==> src/lsf_pkg.sv <==
// line status flags: shared constants, entry layout, break timing and state type
// assumes one 10 MHz system clock (mclk) and an active-low asynchronous reset (rstn)
package lsf_pkg;

  ////////////////////////////////////////////////////////////////////////////////
  // line_status bit positions
  localparam int LS_RX_READY = 0;
  localparam int LS_OVERRUN = 1;
  localparam int LS_PARITY = 2;
  localparam int LS_FRAMING = 3;
  localparam int LS_BREAK = 4;
  localparam int LS_HOLD_EMPTY = 5;
  localparam int LS_TX_EMPTY = 6;
  localparam int LS_FIFO_ERR = 7;
  localparam logic [7:0] LINE_STATUS_RESET = 8'h60;

  ////////////////////////////////////////////////////////////////////////////////
  // receive entry: character plus its three error marks
  localparam int DATA_W = 8;
  localparam int ENTRY_PE = 8;
  localparam int ENTRY_FE = 9;
  localparam int ENTRY_BI = 10;
  localparam int ENTRY_W = 11;
  localparam int RX_DEPTH = 16;
  localparam logic [ENTRY_W-1:0] BREAK_ENTRY = 11'h400;
  localparam logic [DATA_W-1:0] RX_DATA_RESET = 8'h00;

  ////////////////////////////////////////////////////////////////////////////////
  // break timing: one character frame of low line
  localparam int CLK_PERIOD_NS = 100;
  localparam int BIT_TIME_NS = 104167;
  localparam int FRAME_BITS = 10;
  localparam int FRAME_TIME_NS = BIT_TIME_NS * FRAME_BITS;
  localparam int BREAK_CYCLES = (FRAME_TIME_NS + CLK_PERIOD_NS - 1) / CLK_PERIOD_NS;

  typedef enum logic [1:0] {BRK_IDLE, BRK_COUNT, BRK_HELD} lsf_brk_state_t;

  function automatic logic lsf_entry_err(input logic [ENTRY_W-1:0] e);
    lsf_entry_err = e[ENTRY_PE] | e[ENTRY_FE] | e[ENTRY_BI];
  endfunction : lsf_entry_err

endpackage : lsf_pkg

==> src/lsf_fifo_if.sv <==
// line status flags: carrier between the receive fifo and its user
// assumes both ends sit on mclk
`timescale 1ns/1ns
interface lsf_fifo_if #(
  parameter int WIDTH = 11,
  parameter int DEPTH = 16
);
  logic wr_valid;
  logic wr_ready;
  logic [WIDTH-1:0] wr_data;
  logic rd_valid;
  logic rd_ready;
  logic [WIDTH-1:0] rd_data;
  logic [$clog2(DEPTH):0] count;

  modport fifo (
    input wr_valid, wr_data, rd_ready,
    output wr_ready, rd_valid, rd_data, count
  );
  modport user (
    output wr_valid, wr_data, rd_ready,
    input wr_ready, rd_valid, rd_data, count
  );
endinterface : lsf_fifo_if

==> src/lsf_break_det.sv <==
// line status flags: break detector, one pulse per low period of a full frame
// assumes rx_level is already synchronised to mclk
`timescale 1ns/1ns
module lsf_break_det #(
  parameter int FRAME_CYCLES = lsf_pkg::BREAK_CYCLES
) (
  // clock and reset
  input wire logic mclk,
  input wire logic rstn,
  // line and event
  input wire logic rx_level,
  output logic break_pulse
);
  localparam int CW = $clog2(FRAME_CYCLES + 1);

  lsf_pkg::lsf_brk_state_t st_ff, nxt_st;
  logic [CW-1:0] cnt_ff, nxt_cnt;
  logic pulse_ff, nxt_pulse;

  assign break_pulse = pulse_ff;

  always_comb
  begin
    nxt_st = st_ff;
    nxt_cnt = cnt_ff;
    nxt_pulse = 1'b0;
    unique case (st_ff)
      lsf_pkg::BRK_IDLE:
      begin
        nxt_cnt = CW'(1);
        if (!rx_level)
        begin
          nxt_st = lsf_pkg::BRK_COUNT;
        end
      end
      lsf_pkg::BRK_COUNT:
      begin
        if (rx_level)
        begin
          nxt_st = lsf_pkg::BRK_IDLE;
        end
        else if (cnt_ff == CW'(FRAME_CYCLES))
        begin
          nxt_st = lsf_pkg::BRK_HELD;
          nxt_pulse = 1'b1;
        end
        else
        begin
          nxt_cnt = cnt_ff + CW'(1);
        end
      end
      lsf_pkg::BRK_HELD:
      begin
        // no further event until the line returns high
        if (rx_level)
        begin
          nxt_st = lsf_pkg::BRK_IDLE;
        end
      end
    endcase
  end

  always_ff @(posedge mclk or negedge rstn)
  begin
    if (!rstn)
    begin
      st_ff <= lsf_pkg::BRK_IDLE;
      cnt_ff <= '0;
      pulse_ff <= 1'b0;
    end
    else
    begin
      st_ff <= nxt_st;
      cnt_ff <= nxt_cnt;
      pulse_ff <= nxt_pulse;
    end
  end

endmodule : lsf_break_det

==> src/lsf_fifo.sv <==
// line status flags: synchronous fifo, valid/ready on both sides
// assumes DEPTH is a power of two; pointers wrap by overflow
`timescale 1ns/1ns
module lsf_fifo #(
  parameter int WIDTH = 11,
  parameter int DEPTH = 16
) (
  // clock and reset
  input wire logic mclk,
  input wire logic rstn,
  // stream
  lsf_fifo_if.fifo f
);
  localparam int AW = $clog2(DEPTH);
  localparam int CW = AW + 1;

  logic [WIDTH-1:0] mem_ff [DEPTH];
  logic [WIDTH-1:0] nxt_mem [DEPTH];
  logic [AW-1:0] wp_ff, nxt_wp, rp_ff, nxt_rp;
  logic [CW-1:0] cnt_ff, nxt_cnt;
  logic push, pop;

  assign f.wr_ready = cnt_ff != CW'(DEPTH);
  assign f.rd_valid = cnt_ff != '0;
  assign f.rd_data = mem_ff[rp_ff];
  assign f.count = cnt_ff;

  ////////////////////////////////////////////////////////////////////////////////
  always_comb
  begin
    push = f.wr_valid & f.wr_ready;
    pop = f.rd_ready & f.rd_valid;
    nxt_mem = mem_ff;
    nxt_wp = wp_ff;
    nxt_rp = rp_ff;
    nxt_cnt = cnt_ff;
    if (push)
    begin
      nxt_mem[wp_ff] = f.wr_data;
      nxt_wp = wp_ff + AW'(1);
    end
    if (pop)
    begin
      nxt_rp = rp_ff + AW'(1);
    end
    if (push && !pop)
    begin
      nxt_cnt = cnt_ff + CW'(1);
    end
    else if (pop && !push)
    begin
      nxt_cnt = cnt_ff - CW'(1);
    end
  end

  // storage carries no reset: only pointers and count need a defined value
  always_ff @(posedge mclk)
  begin
    mem_ff <= nxt_mem;
  end

  always_ff @(posedge mclk or negedge rstn)
  begin
    if (!rstn)
    begin
      wp_ff <= '0;
      rp_ff <= '0;
      cnt_ff <= '0;
    end
    else
    begin
      wp_ff <= nxt_wp;
      rp_ff <= nxt_rp;
      cnt_ff <= nxt_cnt;
    end
  end

endmodule : lsf_fifo

==> src/lsf_line_status.sv <==
// line status flags for one uart channel: builds the line_status byte
// assumes strobes come from logic on mclk; only rx_pin is asynchronous
`timescale 1ns/1ns
module lsf_line_status #(
  parameter int BREAK_CYCLES = lsf_pkg::BREAK_CYCLES,
  parameter int RX_DEPTH = lsf_pkg::RX_DEPTH
) (
  // clock and reset
  input wire logic mclk,
  input wire logic rstn,
  // configuration
  input wire logic fifo_mode,
  input wire logic thr_irq_en,
  // host strobes
  input wire logic host_thr_wr,
  input wire logic host_tx_fifo_wr,
  input wire logic host_rx_rd,
  input wire logic host_lsr_rd,
  // transmit path
  input wire logic tx_load,
  input wire logic tx_shift_busy,
  input wire logic tx_fifo_empty,
  // receive path
  input wire logic rx_pin,
  input wire logic rx_char_done,
  input wire logic [7:0] rx_char,
  input wire logic rx_parity_err,
  input wire logic rx_framing_err,
  // status
  output logic [7:0] line_status_ff,
  output logic [7:0] rx_data_ff,
  output logic thr_irq_ff
);
  localparam int CW = $clog2(RX_DEPTH) + 1;

  ////////////////////////////////////////////////////////////////////////////////
  // receive line synchroniser, idles high
  logic rx_meta_ff, rx_sync_ff;

  always_ff @(posedge mclk or negedge rstn)
  begin
    if (!rstn)
    begin
      rx_meta_ff <= 1'b1;
      rx_sync_ff <= 1'b1;
    end
    else
    begin
      rx_meta_ff <= rx_pin;
      rx_sync_ff <= rx_meta_ff;
    end
  end

  logic brk_pulse;

  lsf_break_det #(
    .FRAME_CYCLES(BREAK_CYCLES)
  ) u_brk (
    .mclk(mclk),
    .rstn(rstn),
    .rx_level(rx_sync_ff),
    .break_pulse(brk_pulse)
  );

  ////////////////////////////////////////////////////////////////////////////////
  // receive store: one entry deep without fifo, RX_DEPTH with it
  lsf_fifo_if #(.WIDTH(lsf_pkg::ENTRY_W), .DEPTH(RX_DEPTH)) rxq ();

  lsf_fifo #(
    .WIDTH(lsf_pkg::ENTRY_W),
    .DEPTH(RX_DEPTH)
  ) u_rxq (
    .mclk(mclk),
    .rstn(rstn),
    .f(rxq.fifo)
  );

  logic push_req, room, push, pop;
  logic [lsf_pkg::ENTRY_W-1:0] entry;
  logic [lsf_pkg::ENTRY_W-1:0] head;

  always_comb
  begin
    push_req = rx_char_done | brk_pulse;
    // a break outranks a character ending in the same cycle
    if (brk_pulse)
    begin
      entry = lsf_pkg::BREAK_ENTRY;
    end
    else
    begin
      entry = {1'b0, rx_framing_err, rx_parity_err, rx_char};
    end
    room = rxq.wr_ready & (fifo_mode | (rxq.count == '0));
    push = push_req & room;
    pop = host_rx_rd & rxq.rd_valid;
    head = rxq.rd_valid ? rxq.rd_data : '0;
  end

  assign rxq.wr_valid = push;
  assign rxq.wr_data = entry;
  assign rxq.rd_ready = host_rx_rd;

  ////////////////////////////////////////////////////////////////////////////////
  // per-channel flag state; a second channel is a second instance
  logic thre_ff, nxt_thre;
  logic ovr_ff, nxt_ovr;
  logic [CW-1:0] err_cnt_ff, nxt_err_cnt;
  logic [7:0] nxt_ls;
  logic [7:0] nxt_rx_data;
  logic nxt_irq;
  logic hold_empty, tx_empty;

  always_comb
  begin
    nxt_thre = thre_ff;
    if (host_thr_wr)
    begin
      nxt_thre = 1'b0;
    end
    if (tx_load)
    begin
      nxt_thre = 1'b1;
    end

    nxt_ovr = ovr_ff;
    if (host_lsr_rd)
    begin
      nxt_ovr = 1'b0;
    end
    // the shift register is overwritten outside; here the loss is recorded
    if (push_req && !room)
    begin
      nxt_ovr = 1'b1;
    end

    nxt_err_cnt = err_cnt_ff;
    if (push && lsf_pkg::lsf_entry_err(entry))
    begin
      nxt_err_cnt = nxt_err_cnt + CW'(1);
    end
    if (pop && lsf_pkg::lsf_entry_err(head))
    begin
      nxt_err_cnt = nxt_err_cnt - CW'(1);
    end

    if (fifo_mode)
    begin
      // a write in flight already counts as not empty
      hold_empty = tx_fifo_empty & ~host_tx_fifo_wr;
      tx_empty = tx_fifo_empty & ~tx_shift_busy;
    end
    else
    begin
      hold_empty = thre_ff;
      tx_empty = thre_ff & ~tx_shift_busy;
    end

    nxt_ls = '0;
    nxt_ls[lsf_pkg::LS_RX_READY] = rxq.rd_valid;
    nxt_ls[lsf_pkg::LS_OVERRUN] = ovr_ff;
    nxt_ls[lsf_pkg::LS_PARITY] = head[lsf_pkg::ENTRY_PE];
    nxt_ls[lsf_pkg::LS_FRAMING] = head[lsf_pkg::ENTRY_FE];
    nxt_ls[lsf_pkg::LS_BREAK] = head[lsf_pkg::ENTRY_BI];
    nxt_ls[lsf_pkg::LS_HOLD_EMPTY] = hold_empty;
    nxt_ls[lsf_pkg::LS_TX_EMPTY] = tx_empty;
    nxt_ls[lsf_pkg::LS_FIFO_ERR] = fifo_mode & (err_cnt_ff != '0);

    nxt_irq = hold_empty & thr_irq_en;
    nxt_rx_data = head[lsf_pkg::DATA_W-1:0];
  end

  always_ff @(posedge mclk or negedge rstn)
  begin
    if (!rstn)
    begin
      thre_ff <= 1'b1;
      ovr_ff <= 1'b0;
      err_cnt_ff <= '0;
      line_status_ff <= lsf_pkg::LINE_STATUS_RESET;
      rx_data_ff <= lsf_pkg::RX_DATA_RESET;
      thr_irq_ff <= 1'b0;
    end
    else
    begin
      thre_ff <= nxt_thre;
      ovr_ff <= nxt_ovr;
      err_cnt_ff <= nxt_err_cnt;
      line_status_ff <= nxt_ls;
      rx_data_ff <= nxt_rx_data;
      thr_irq_ff <= nxt_irq;
    end
  end

endmodule : lsf_line_status

==> config.mk <==
export PLATFORM = sky130hd
export DESIGN_NAME = lsf_line_status
export DESIGN_NICKNAME = d
export VERILOG_FILES = /design/src/lsf_pkg.sv /design/src/lsf_fifo_if.sv /design/src/lsf_break_det.sv /design/src/lsf_fifo.sv /design/src/lsf_line_status.sv
export SDC_FILE = /design/constraint.sdc
export NUM_CORES = 1
export LEC_CHECK = 0
export ABC_AREA = 1
export BUFFER_PORTS_ARGS = -buffer_cell sky130_fd_sc_hd__buf_2
export CORE_MARGIN = 8
export CORE_UTILIZATION = 55
export CTS_BUF_LIST = sky130_fd_sc_hd__clkbuf_16
export CTS_CLUSTER_SIZE = 8
export DETAILED_ROUTE_END_ITERATION = 8
export HOLD_SLACK_MARGIN = 0.1
export PLACE_DENSITY_LB_ADDON = 0.12
export SLEW_MARGIN = 10
export SYNTH_ARGS = -nofsm -noshare
export SYNTH_HDL_FRONTEND = slang
export SYNTH_HIERARCHICAL = 1
export SYNTH_SLANG_ARGS = --single-unit
==> constraint.sdc <==
create_clock -name mclk -period 2.4 [get_ports mclk]
set_clock_uncertainty 0.1 [all_clocks]
set_input_delay 0.48 -clock mclk [delete_from_list [all_inputs] [get_ports mclk]]
set_output_delay 0.48 -clock mclk [all_outputs]
set_load 0.01 [all_outputs]
==> flow_summary.toml <==
[status]
outcome = "completed"

[cells_and_area]
areaGrowthSynthToFinish_pct = 17.7
drive_gt1_frac = 0.138
utilization = 0.651
layout.area.seq_sq_um = 6700
multi_input_comb_area_sq_um = 3270
layout.cells.non_filler = 1503
antenna-diode-count = 0
layout.nets = 1263
fillers = 1551

[setup_path]
cp_common_cell = "nand2_1"
crit_arrival_ns = 2.51
critPathKind = "reg -> reg"
worst_setup_path_start_kind = "flop"
worst_r2r_path_depth = 16
reg2reg_from = "u_rxq/f.count[2]"
cpMaxStageDelayCell = "dfrtp_1"
rr_endpoint = "u_rxq/f.count[4]"
r2r_slack_ns = 0.16
critPathMaxStageDelay_ns = 0.44
end_kind = "flop"
worstPathRequired_ns = 2.68
path_max_fanout = 5
cp_cell_sequence = "inv_1 -> nand3_2 -> nand2_2 -> nand2_1 -> nor2_2 -> nand2_1 -> inv_1 -> ha_2 -> inv_2 -> fa_2 -> nand2_1 -> nand3_1 -> nand3_1 -> nand2_1 -> nand2_1 -> nand2_1"

[clock_tree]
cts_buffers = 34
ctsHtreeMaxLevel = 2
insertion_delay_ns = 0.49
cts_tree = "yes"
cts.sinks = 232
clk_pin_slew_ns = 0.05
cts_max_path_buffers = 3
clock-root-buffer = "clkbuf_16"

[routing]
vias_per_cell = 5.04
wl_per_cell_um = 16.0
drt_pass1_iterations = 4
drcViolationCount = 0
wirelength_um = 24100
num_vias = 7571
detail-route-antenna-nets = 0
drtIter0Drc = 448

[worst_hold_path]
min_path_type = "in -> reg"
min_to = "line_status_ff[5]"
hp-start = "host_tx_fifo_wr"
hold_depth = 3

[yosys]
synthMuxAreaShare = 0.000939
post_synth.cell_area_avg_sq_um = 9.50
synthXorXnorAreaFrac = 0.0123
yosysUniqueCellTypes = 38
syn_inst = 1123
synth.yosys.seq_area_share = 0.628
synth_warnings = 6
syn_area_sq_um = 10700
synth_top_family_by_area = "simple AND/OR/NAND/NOR gates"
yosys.area_share.simple = 0.258
postSynthNetCount = 1164
synth_fa_ha_area_frac = 0.0218
synth-compound-area-share = 0.0114
ys_ff_latch = 232

[global_route]
grt_max_degree = 61
antenna_found_initial = 0
grt_pass1_vias = 7371
track_usage = 0.203
grt_pass1_wl_um = 38300
grt-ovfl-total = 0

[power]
power_density_nw_per_um2 = 1140
p_leak_nw = 5.69
max-vdd-ir-drop_v = 0.000617

[timing]
tightestPinTransition_ns = 1.26
setup_violations = 0
relSlewSlack = 0.159
rsz0062_at_grt = "true"
timing.final.crit_period_ns = 2.24
drv_slew = 0
fin_crit_sh = 0.931
hold_viol = 0
timing.fmax_mhz = 447

[flow_run]
maxCapViolations = 0

[floorplan]
die_w_um = 155
start_util = 0.553
dieArea_sq_um = 24100
rows = 51
ios = 40
design.core.area_sq_um = 19300
die_y_um = 155

[placement]
io_buffers = 39
post-place-cells = 1435
dp_hpwl_um = 15000
gp_congestion = 0.838
power by group:
group / internal [mW] / total [mW] / switching [mW]
combinational: 1.75 / 5.03 / 3.27
clock: 2.58 / 4.17 / 1.59
sequential: 4.82 / 5.14 / 0.322
kinds of logic after synthesis:
group,count (synthesis)
simple gates,664
flops,232
buf+inv,175
compound gates,18
fa+ha+maj,18
xor+xnor,15
mux,1
final cells by class:
| cell class | instances | share of cell area |
|---|---|---|
| clock buffers | 35 | 0.0698 |
| clock inverters | 17 | 0.00548 |
| inverters | 137 | 0.0412 |
| multi-input cells | 716 | 0.260 |
| flip-flops and latches | 232 | 0.534 |
| well taps | 265 | 0.0264 |
| repair buffers | 101 | 0.0630 |
synth_stat cells (all sizes together):
cell type	n	share of area
dfstp	5	0.012
a31oi	2	0.0026
xor2	8	0.0066
xnor2	7	0.0057
clkbuf	9	0.0032
a21oi	2	0.00094
o21bai	1	0.00070
nand2	414	0.15
dfrtp	51	0.12
a21boi	1	0.00070
nor2	132	0.049
edfxtp	176	0.50
o21ai	11	0.0059
inv	137	0.048
o22ai	1	0.00059
buf	29	0.017
nor3b	1	0.00070
mux2i	1	0.00094
nand3	103	0.049
ha	17	0.020
fa	1	0.0019
nand4	10	0.0073
nand3b	2	0.0014
nor3	2	0.0014
stage by stage:
stage | power (mW) | TNS, ns | hold slack [ns] | cell area (sq um) | setup WS, ns
6_report | 14.3 | 0 | 0.131 | 12500 | 0.165
5_1_grt | 15.3 | -0.0267 | 0.131 | 12500 | -0.0206
4_1_cts | 14.1 | 0 | 0.109 | 12400 | 0.0481
3_5_place_dp | 9.91 | 0 | 0.249 | 11400 | 0.0315
3_3_place_gp | 9.82 | 0 | 0.246 | 11400 | 0.0629
2_1_floorplan | 8.49 | 0 | 0.0844 | 10700 | 0.0108
layout by cell type, fill, tap and decap left out, types with 3 or more instances in the layout:
cell,count
nand2_1,405
edfxtp_1,176
inv_1,148
nor2_1,122
nand3_1,102
dfrtp_1,48
buf_4,48
buf_2,39
clkbuf_16,37
ha_1,15
nor2_2,9
nand4_1,9
xor2_1,8
xnor2_1,7
o21ai_0,7
dlygate4sd3_1,7
nand2_2,6
dfstp_2,5
inv_2,4
nand2_4,3
buf_12,3
critical path: cells and delay by family, from the launching register on:
kind / cells / cell delay (ns)
and+or+nand+nor: 11 / 0.82
adders and majority gates: 2 / 0.52
DFF: 1 / 0.44
buffers and inverters: 3 / 0.25
worst max-delay path by stage:
stage,startpoint,to,slack [ns],cells after the start
5_1_grt,u_rxq/f.count[2],u_rxq/f.count[4],-0.02,15
6_report,u_rxq/f.count[2],u_rxq/f.count[4],0.16,16
3_5_place_dp,fifo_mode,u_rxq/f.count[4],0.03,16
2_1_floorplan,u_rxq/f.count[0],u_rxq/f.count[4],0.01,15
4_1_cts,u_rxq/f.count[4],u_rxq/f.count[4],0.05,16
3_3_place_gp,fifo_mode,u_rxq/f.count[4],0.06,16
per-layer routing:
| layer | global-route usage | routed length, um | part of all wire |
|---|---|---|---|
| met1 | 0.278 | 10800 | 0.45 |
| met2 | 0.321 | 11200 | 0.47 |
| met4 | 0.0642 | 447 | 0.019 |
| met5 | 0 | 0 | 0 |
| met3 | 0.0388 | 1590 | 0.066 |
sequential cells by signal, summed over array words and instances (netlist names):
register           cells
u_rxq/f.count          5
rx_sync_ff             1
line_status_ff         8
rx_meta_ff             1
u_brk/break_pulse      1
u_rxq/mem_ff         176
ovr_ff                 1
u_brk/cnt_ff          14
rx_data_ff             8
u_rxq/rp_ff            4
thre_ff                1
u_rxq/wp_ff            4
u_brk/st_ff            2
thr_irq_ff             1
err_cnt_ff             5
what timing repair did:
| item | CTS | global route |
|---|---|---|
| buffers inserted | 0 | 7 |
| hold endpoints to repair | 55 | 0 |
| hold buffers | 7 | 0 |
| resized for setup | 0 | 12 |
| endpoints found under the setup margin | 0 | 6 |
Note: power is estimated with default switching activity, not from simulation.
